===== src/inc/pdrc_pkg.sv =====
// shared constants and types for the power-down / retention control block
// assumes a single 125 MHz system clock and synchronous sampled pins
`default_nettype none
package pdrc_pkg;
	// --------------------------------------------------
	// widths and grouping
	// --------------------------------------------------
	localparam int REG_W = 8; // state and output register width
	localparam int GRP_W = 4; // bits per banked control group
	localparam int NUM_GRP = 2; // two register groups, a and b
	// reset value of every register element: all high
	localparam logic [REG_W-1:0] PRESET_VAL = 8'hff;
	// value forced by the initialization control, per group
	localparam logic [GRP_W-1:0] INIT_VAL = 4'h0;
	// --------------------------------------------------
	// timing
	// --------------------------------------------------
	localparam int CLK_PERIOD_NS = 8; // sys_clk period
	localparam int LOCKOUT_NS = 16; // clock lockout after init release
	// least time, so round up
	localparam int LOCK_CYC = (LOCKOUT_NS + CLK_PERIOD_NS - 1) / CLK_PERIOD_NS;
	// --------------------------------------------------
	// types
	// --------------------------------------------------
	// function of the shared control pin
	typedef enum logic [3:0] {
		PIN_INPUT = 4'h1,
		PIN_PWRDN = 4'h2,
		PIN_INIT = 4'h4,
		PIN_OE = 4'h8
	} pdrc_pin_t;
	// power sequencing states
	typedef enum logic [2:0] {
		PWR_RUN = 3'h1,
		PWR_SAVE = 3'h2,
		PWR_DOWN = 3'h4
	} pdrc_pwr_t;
	// static configuration, one bit per group for internal controls
	typedef struct packed {
		pdrc_pin_t pinMode;
		logic [NUM_GRP-1:0] intInitHigh;
		logic [NUM_GRP-1:0] intOeHigh;
	} pdrc_cfg_t;
	// state and output register pair
	typedef struct packed {
		logic [REG_W-1:0] state;
		logic [REG_W-1:0] out;
	} pdrc_regs_t;
endpackage
`default_nettype wire


===== src/design/pdrc_top.sv =====
// power-down, output-enable and initialization control for the sequencer
// registers; the logic arrays sit outside and feed nextRegs, and the
// sequencer clock arrives as a sampled level on seqClkIn
`default_nettype none
// Contract
// RL1: power-down keeps all state and output registers
// RL2: after saving, outputs go high impedance
// RL3: powered down, every input is ignored
// RL4: host should hold inputs static when down
// RL5: first rise after control low is valid
// RL6: edge after power-down request is not valid
// RL7: enable control low drives register data
// RL8: enable control high turns outputs off
// RL9: init forces registers without a clock edge
// RL10: clock edges near init release are ignored
// RL11: power-down mode disables the shared input
// RL12: internal term high overrides external control
// RL13: exit restores outputs per enable control
module pdrc_top
	import pdrc_pkg::*;
#(
	parameter int RW = REG_W
) (
	input wire logic sys_clk,
	input wire logic rst_n,
	input wire pdrc_cfg_t cfg,
	input wire logic ctlPin,
	input wire logic seqClkIn,
	input wire logic internalInitTermA,
	input wire logic internalInitTermB,
	input wire logic internalOeTermA,
	input wire logic internalOeTermB,
	input wire pdrc_regs_t nextRegs,
	output logic sharedInput,
	output pdrc_regs_t regs,
	output logic [RW-1:0] outPinO,
	output logic [RW-1:0] outPinOe,
	output logic poweredDown
);
	// --------------------------------------------------
	// shared control pin decode
	// --------------------------------------------------
	logic powerDownCtl; // power-down request, active high
	logic extInit; // external init function
	logic extOeOff; // external enable, high means off
	logic [NUM_GRP-1:0] initTerm; // internal init terms
	logic [NUM_GRP-1:0] oeTerm; // internal enable terms
	logic [NUM_GRP-1:0] initReq; // effective init per group
	logic [NUM_GRP-1:0] oeOff; // effective disable per group
	logic [NUM_GRP-1:0] grpLocked; // lockout per group
	logic running; // not in save or down

	assign powerDownCtl = (cfg.pinMode == PIN_PWRDN) && ctlPin; // RL5
	assign extInit = (cfg.pinMode == PIN_INIT) && ctlPin;
	assign extOeOff = (cfg.pinMode == PIN_OE) && ctlPin;
	assign initTerm = {internalInitTermB, internalInitTermA};
	assign oeTerm = {internalOeTermB, internalOeTermA};

	// the pin reaches the logic as a plain input only in input mode
	assign sharedInput = (cfg.pinMode == PIN_INPUT) ? ctlPin : 1'b0; // RL11

	// --------------------------------------------------
	// per-group control selection
	// --------------------------------------------------
	// an internal term configured active high owns the function
	always_comb begin
		for (int g = 0; g < NUM_GRP; g++) begin
			if (cfg.intInitHigh[g]) begin
				initReq[g] = initTerm[g] && running; // RL12 RL3
			end else begin
				initReq[g] = extInit && running; // RL12 RL3
			end
			if (cfg.intOeHigh[g]) begin
				oeOff[g] = oeTerm[g]; // RL12
			end else begin
				oeOff[g] = extOeOff; // RL12
			end
		end
	end

	// --------------------------------------------------
	// power sequencing
	// --------------------------------------------------
	pdrc_pwr_t pwr_r, pwr_nxt; // power state
	logic seqClkPrev_r, seqClkPrev_nxt; // last sampled clock level
	logic clkRise; // rising edge of the sequencer clock
	logic validTick; // rising edge that may load registers

	// next state: one save cycle, then down until request falls
	always_comb begin
		pwr_nxt = pwr_r;
		case (pwr_r)
			PWR_RUN: begin
				if (powerDownCtl) begin
					pwr_nxt = PWR_SAVE;
				end
			end
			PWR_SAVE: begin
				// save cycle always completes so outputs turn off
				pwr_nxt = PWR_DOWN; // RL2
			end
			PWR_DOWN: begin
				if (!powerDownCtl) begin
					pwr_nxt = PWR_RUN; // RL5
				end
			end
			default: begin
				pwr_nxt = PWR_RUN;
			end
		endcase
	end

	// edge tracking keeps sampling so exit sees a true next rise
	assign seqClkPrev_nxt = seqClkIn;

	always_ff @(posedge sys_clk) begin
		if (!rst_n) begin
			pwr_r <= PWR_RUN;
			seqClkPrev_r <= 1'b0;
		end else begin
			pwr_r <= pwr_nxt;
			seqClkPrev_r <= seqClkPrev_nxt;
		end
	end

	assign running = (pwr_r == PWR_RUN);
	assign clkRise = seqClkIn && !seqClkPrev_r;
	// a pending request disqualifies the edge it precedes
	assign validTick = clkRise && running && !powerDownCtl; // RL6 RL1 RL3
	assign poweredDown = !running;

	// --------------------------------------------------
	// register groups
	// --------------------------------------------------
	generate
		for (genvar g = 0; g < NUM_GRP; g++) begin : gGrp
			pdrc_reg_group #(
				.W(GRP_W),
				.INIT_V(INIT_VAL),
				.RST_V(PRESET_VAL[g*GRP_W +: GRP_W])
			) uGrp (
				.sys_clk(sys_clk),
				.rst_n(rst_n),
				.tick(validTick),
				.initReq(initReq[g]),
				.nextState(nextRegs.state[g*GRP_W +: GRP_W]),
				.nextOut(nextRegs.out[g*GRP_W +: GRP_W]),
				.stateQ(regs.state[g*GRP_W +: GRP_W]),
				.outQ(regs.out[g*GRP_W +: GRP_W]),
				.locked(grpLocked[g])
			);
			// output pins: data from the register, drive per group
			assign outPinO[g*GRP_W +: GRP_W] = regs.out[g*GRP_W +: GRP_W]; // RL7
			// off when disabled or not running; exit follows enable
			assign outPinOe[g*GRP_W +: GRP_W] =
				{GRP_W{running && !oeOff[g]}}; // RL8 RL2 RL13
		end
	endgenerate
endmodule
`default_nettype wire


===== src/design/pdrc_reg_group.sv =====
// one banked group of state and output register bits
// assumes tick is already qualified by power state and pin function
`default_nettype none
module pdrc_reg_group
	import pdrc_pkg::*;
#(
	parameter int W = GRP_W,
	parameter logic [W-1:0] INIT_V = INIT_VAL,
	parameter logic [W-1:0] RST_V = {W{1'b1}}
) (
	input wire logic sys_clk,
	input wire logic rst_n,
	input wire logic tick,
	input wire logic initReq,
	input wire logic [W-1:0] nextState,
	input wire logic [W-1:0] nextOut,
	output logic [W-1:0] stateQ,
	output logic [W-1:0] outQ,
	output logic locked
);
	// --------------------------------------------------
	// storage and lockout
	// --------------------------------------------------
	logic [W-1:0] state_r, state_nxt; // held state bits
	logic [W-1:0] out_r, out_nxt; // held output bits
	logic [3:0] lock_r, lock_nxt; // cycles of clock lockout left

	// next values: init wins, else a running lockout counts down, else a valid tick loads, else hold
	always_comb begin
		state_nxt = state_r;
		out_nxt = out_r;
		lock_nxt = lock_r;
		if (initReq) begin
			// init forces values and rearms the lockout
			state_nxt = INIT_V; // RL9
			out_nxt = INIT_V; // RL9
			lock_nxt = 4'(LOCK_CYC); // RL10
		end else if (lock_r != 4'h0) begin
			// edges near init release are not valid clocks
			lock_nxt = lock_r - 4'h1; // RL10
		end else if (tick) begin
			state_nxt = nextState;
			out_nxt = nextOut;
		end
	end

	// registers only
	always_ff @(posedge sys_clk) begin
		if (!rst_n) begin
			state_r <= RST_V;
			out_r <= RST_V;
			lock_r <= 4'h0;
		end else begin
			state_r <= state_nxt;
			out_r <= out_nxt;
			lock_r <= lock_nxt;
		end
	end

	// init is seen at the outputs with no clock edge
	assign stateQ = initReq ? INIT_V : state_r; // RL9
	assign outQ = initReq ? INIT_V : out_r; // RL9
	assign locked = initReq || (lock_r != 4'h0);
endmodule
`default_nettype wire


===== config.mk =====
export PLATFORM = sky130hd
export DESIGN_NAME = pdrc_top
export DESIGN_NICKNAME = d
export VERILOG_FILES = /design/src/inc/pdrc_pkg.sv /design/src/design/pdrc_top.sv /design/src/design/pdrc_reg_group.sv
export SDC_FILE = /design/constraint.sdc
export NUM_CORES = 1
export LEC_CHECK = 0
export CAP_MARGIN = 10
export CORE_MARGIN = 5
export CORE_UTILIZATION = 58
export CTS_BUF_LIST = sky130_fd_sc_hd__clkbuf_4
export CTS_CLUSTER_SIZE = 10
export DETAILED_ROUTE_END_ITERATION = 10
export DONT_BUFFER_PORTS = 1
export GPL_TIMING_DRIVEN = 0
export PLACE_DENSITY = 0.76
export SLEW_MARGIN = 10
export SYNTH_ARGS = -nofsm -noshare
export SYNTH_HDL_FRONTEND = slang
export SYNTH_SLANG_ARGS = --single-unit

===== constraint.sdc =====
create_clock -name sys_clk -period 2.2 [get_ports sys_clk]
set_clock_uncertainty 0.2 [all_clocks]
set_input_delay 0.22 -clock sys_clk [delete_from_list [all_inputs] [get_ports sys_clk]]
set_output_delay 0.22 -clock sys_clk [all_outputs]
set_load 0.005 [all_outputs]

* Yosys cells after proc, flatten, opt, wreduce, memory -nomap -nowiden
Cells that the tools add are included.
Operators by class: $add $sub $neg 2, equal/unequal tests 11, muxes and demuxes 28, bitwise logic cells 1, reduce and logical (&&, ||, !) cells 27
Operators by type and width (count):
- two-way mux 4 bit | 16
- logical AND 1 bit | 11
- one-hot mux 3 bit (3 select lines) | 1
- two-way mux 2 bit | 4
- nonzero test 2 bit | 4
- nonzero test 4 bit | 2
- subtractor 4 x 1 -> 4 bit (second input constant) | 2
- two-way mux 3 bit | 2
- AND reduction 2 bit | 3
- logical NOT 1 bit | 5
- two-way mux 1 bit | 5
- equality test 4 x 1 -> 1 bit (second input constant) | 1
- equality test 4 x 2 -> 1 bit (second input constant) | 1
- equality test 4 x 3 -> 1 bit (second input constant) | 1
- equality test 4 bit (second input constant) | 1
- inequality test 2 x 1 -> 1 bit (second input constant) | 2
- inequality test 2 bit (second input constant) | 2
- OR reduction 2 bit | 2
- equality test 3 x 1 -> 1 bit (second input constant) | 1
- equality test 3 x 2 -> 1 bit (second input constant) | 1
- equality test 3 bit (second input constant) | 1
- inverter 1 bit | 1
Storage, ports and cells: register bits after elaboration 28, input bits 32, output and inout port bits 34, word-level logic and storage cells 79

* Longest topological paths before layout
word-level depth 7, depth in mapped cells 6, mapped depth without buffers 4

* Modules after synthesis
A second synthesis with hierarchy kept.
Second synthesis, totals: cell total of the unflattened synthesis 179, area total of the unflattened synthesis 1468.9 µm²
Modules (own cells, without submodules):
- pdrc_reg_group | instances 2, cells an instance 64, area each 521.8 µm², sequential area each 240.2 µm²
- pdrc_top | instances 1, cells an instance 51, area each 425.4 µm², sequential area each 80.1 µm²

* Least setup slack after synthesis
OpenSTA, ideal clock, no wires.
path type register to register, from register gGrp[1].uGrp.lock_r[0], to register gGrp[1].uGrp.out_r[0], library setup time 133 ps, arrival 1826 ps, required time 1867 ps, setup slack 41 ps, cell stages (with the launch flop) 5, buffers on the path 0, clock period less this slack 2159 ps, path through dfxtp_1 > or4_4 > a2111oi_4 > mux2i_1 > o21ai_2
On the way: longest elaborated chain between the ends 3
Ends and longest elaborated chain:
- start, declared | RTL line pdrc_reg_group.sv:26 | logic [3:0] lock_r, lock_nxt;
- start signal, assigned | RTL line pdrc_reg_group.sv:56 | lock_r <= lock_nxt;
- nonzero test 4 bit
- inequality test 2 x 1 -> 1 bit (no source line)
- AND reduction 2 bit (no source line)
- end signal, assigned | RTL line pdrc_reg_group.sv:55 | out_r <= out_nxt;
- end, declared | RTL line pdrc_reg_group.sv:25 | logic [W-1:0] out_r, out_nxt;
No other way between the ends. A chain may end at the register's enable or synchronous reset.

* Worst setup path after layout
from register pwr_r[2], to output regs[3] (netlist bit)
On the way: longest elaborated chain between the ends 4, elaborated cells between the ends (all ways) 5, those cells by class eq/ne: 1; mux: 2; reduce/logical: 2
Ends and longest elaborated chain:
- start, declared | RTL line pdrc_top.sv:84 | pdrc_pwr_t pwr_r, pwr_nxt;
- start signal, assigned | RTL line pdrc_top.sv:121 | pwr_r <= pwr_nxt;
- equality test 3 x 1 -> 1 bit (*) | RTL line pdrc_top.sv:126 | assign running = (pwr_r == PWR_RUN);
- logical AND 1 bit (on tied branches) | RTL line pdrc_top.sv:71, pdrc_top.sv:69
- two-way mux 1 bit (*) | RTL line pdrc_top.sv:68 | if (cfg.intInitHigh[g]) begin
- two-way mux 4 bit (*) | RTL line pdrc_reg_group.sv:62 | assign outQ = initReq ? INIT_V : out_r;
- end, declared | RTL line pdrc_top.sv:35 | output pdrc_regs_t regs,
Every way passes the cells marked *; elsewhere a longest branch is shown, timed or not.

==> reports/qor.yml <==
cts:
  cts_tree: "yes"
  max-clock-path-buffers: 2
  clock_sink_count: 28
  numCtsBuffers: 3
  clk_pin_slew_worst_paths_ps: 150
  clock_insertion_delay_worst_skew_ps: 320
  cts.htree.levels: 1
  ctsRootBufferMaster: "sky130_fd_sc_hd__clkbuf_4"
yosys:
  async_flop_share: 0
  ys.flop_type: "sky130_fd_sc_hd__dfxtp_1"
  postSynthCellCount: 150
  synth_common_cells: "28 x sky130_fd_sc_hd__dfxtp_1, 17 x sky130_fd_sc_hd__nor2b_1, 16 x sky130_fd_sc_hd__mux2i_1"
  syn-cell-area_sq_um: 1424
  synth-edff-count: 0
  synth_warnings: 0
  syn_avg_cell_area_sq_um: 9.492
  yosysMostFrequentCell: "sky130_fd_sc_hd__dfxtp_1"
  post_synth_num_cell_types: 27
  leading_post_synthesis_cells_by_cell_area: "sky130_fd_sc_hd__dfxtp_1 39%, sky130_fd_sc_hd__mux2i_1 11%, sky130_fd_sc_hd__nor2b_1 7.5%"
  syn-num-nets: 182
  post-synth-top-area-cell: "sky130_fd_sc_hd__dfxtp_1"
  synth.ff_latch_count: 28
  synth_top_cell_area_share: 0.3937
  ys_seq_area_frac: 0.3937
detailed_routing:
  routedWlPerCell_microns: 15.66
  dr.pass1.iters: 4
  drc: 0
  postRouteAntennaNets: 0
  drt_iter0_markers: 21
  drt-vias-per-instance: 5.563
  postRouteWirelength_microns: 3335
  number_of_vias_after_detailed_routing: 1185
global_route:
  grt_antenna_before_repair: 0
  grt_most_used_layer: "met2"
  maximum_number_of_pins_on_one_net_before_global_route_repair: 16
  grt_pass1_wl_microns: 5202
  vias_in_the_first_global_route: 1171
  use_met3: 0.02614
  grt_util_met1: 0.2115
  track_usage: 0.1914
  grt_overflow_total: 0
  grtUsageMet2: 0.3713
layout:
  drive_above_1_share: 0.3060
  area.growth.synth_to_final_pct: 31.02
  layout.core_utilization: 0.7741
  design_area_sq_um: 1866
  final-instance-count-excl-fill: 213
  antenna_cells: 0
  finalNetCount: 216
  fillers: 167
worst_setup_path:
  cp_cell_sequence: "or3b_4 > buf_12 > a21oi_4 > buf_8 > nor2b_1 > buf_4"
  critPathCaptureType: "output port"
  critical_path_arrival_ps: 1720
  critPathSlowestCell: "sky130_fd_sc_hd__or3b_4"
  timing.critical_path.required_ps: 1780
  slowest_delay_ps: 400
  start_kind: "flip-flop"
  crit_fanout: 8
  critPathKind: "reg2out"
sta:
  achievable-frequency_mhz: 466.8
  worst_hold_slack_ps: 18.32
  final_period_minus_worst_setup_slack_ps: 2142
  tightest_slew_ps: 928.8
  timing.final.setup_violations: 0
  report.final.hold_viol_count: 0
  slew_violations: 0
  rsz0062_at_grt: "true"
  finalCritPeriodShare: 0.9737
  headroom_to_the_max_slew_limit: 0.3794
min_path:
  hold_path_class: "in2reg"
place:
  globalplace.congestion: 0.6534
  numPortBuffers: 0
  dp_cells: 180
  hpwlAfterDp_microns: 2261
  dpl-instance-area_sq_um: 1461
floorplan:
  rows: 18
  dieArea_sq_um: 3546
  core_sq_um: 2410
  x_dimension_of_the_die_microns: 59.55
  initial_utilization: 0.5909
  die_y_microns: 59.55
  top_level_ports: 66
pwr:
  power_density_nw_per_um2: 558.4
  total_power_mw: 1.042
  vdd_drop_max_uv: 561.7
  leakage_nw: 0.7206
run_status:
  outcome: "completed"
run:
  maxCapViolations: 0
routing by layer:
| layer | vias to the layer above | routed length (microns) |
|---|---|---|
| li1 | 586 | - |
| met1 | 552 | 1253 |
| met2 | 43 | 1817 |
| met3 | 4 | 235 |
| met4 | 0 | 29 |
| met5 | - | 0 |
stage by stage:
stage / TNS (ps) / worst slack [ps]
4_1_cts: 0 / 23.50
2_1_floorplan: 0 / 41.02
3_3_place_gp: -1573 / -107.5
6_report: 0 / 57.90
3_5_place_dp: -2702 / -170.8
5_1_grt: -15.97 / -7.834
cells in the final DEF, fill, tap and decap left out, drive strengths merged:
master / instances
a211oi: 3
a21oi: 4
clkinv: 1
or4: 4
nor2b: 17
nand2b: 2
inv: 1
and3b: 1
nor2: 5
mux2i: 16
nor3b: 3
buf: 28
nor3: 5
and2: 1
o21a: 2
or3b: 1
clkbuf: 6
nand4b: 1
or2: 3
o21ai: 20
dfxtp: 28
dlygate4sd3: 19
a2111oi: 2
nand2: 7
nor4b: 3
logic make-up after synthesis:
group	share of synthesized area
AOI/OAI and AO/OA	0.1678
and+or+nand+nor	0.2294
buffers and inverters	0.09666
muxes	0.1125
DFF	0.3937
state kept, by name, summed over array words and instances, names as in the netlist:
register	flops
seqClkPrev_r	1
gGrp.uGrp.out_r	8
gGrp.uGrp.lock_r	8
pwr_r	3
gGrp.uGrp.state_r	8
cell type report:
type,instances,area (sq um),area share
clock inverters,1,3.754,0.002012
flip-flops and latches,28,563.0,0.3018
repair buffers,29,277.8,0.1489
well taps,30,37.54,0.02012
inverters,1,3.754,0.002012
multi-input cells,100,785.8,0.4212
plain buffers,21,171.4,0.09188
clock buffers,3,22.52,0.01207
final timing paths:
| kind | start | endpoint | slack [ps] | depth (start not counted) |
|---|---|---|---|---|
| hold reg to reg | pwr_r[0] | pwr_r[2] | 230 | 1 |
| setup reg to reg | gGrp[1].uGrp.lock_r[0] | gGrp[1].uGrp.state_r[3] | 90 | 5 |
| hold / removal | rst_n | gGrp[0].uGrp.lock_r[0] | 20 | 2 |
| setup / recovery | pwr_r[2] | regs[3] | 60 | 6 |
critical path, delay by kind of cell (launching register included):
| kind | cells | cell delay (ps) |
|---|---|---|
| flip-flops | 1 | 340 |
| buffers and inverters | 3 | 440 |
| AND/OR/NAND/NOR | 2 | 460 |
| AO/OA/AOI/OAI | 1 | 160 |
repair_timing:
item                                   4_1_cts  5_1_grt
endpoints found under the hold margin       18        0
setup endpoints to repair                   48       16
pin swaps                                    2        1
resized for setup                           16       11
hold buffers                                19        0
setup buffers                                6        4
power breakdown:
group	total [mW]	switching [mW]	internal, mW
sequential	0.559	0.0176	0.541
clock	0.209	0.142	0.0665
combinational	0.275	0.123	0.152
total	1.04	0.283	0.759
(Power assumes the default switching activity.)
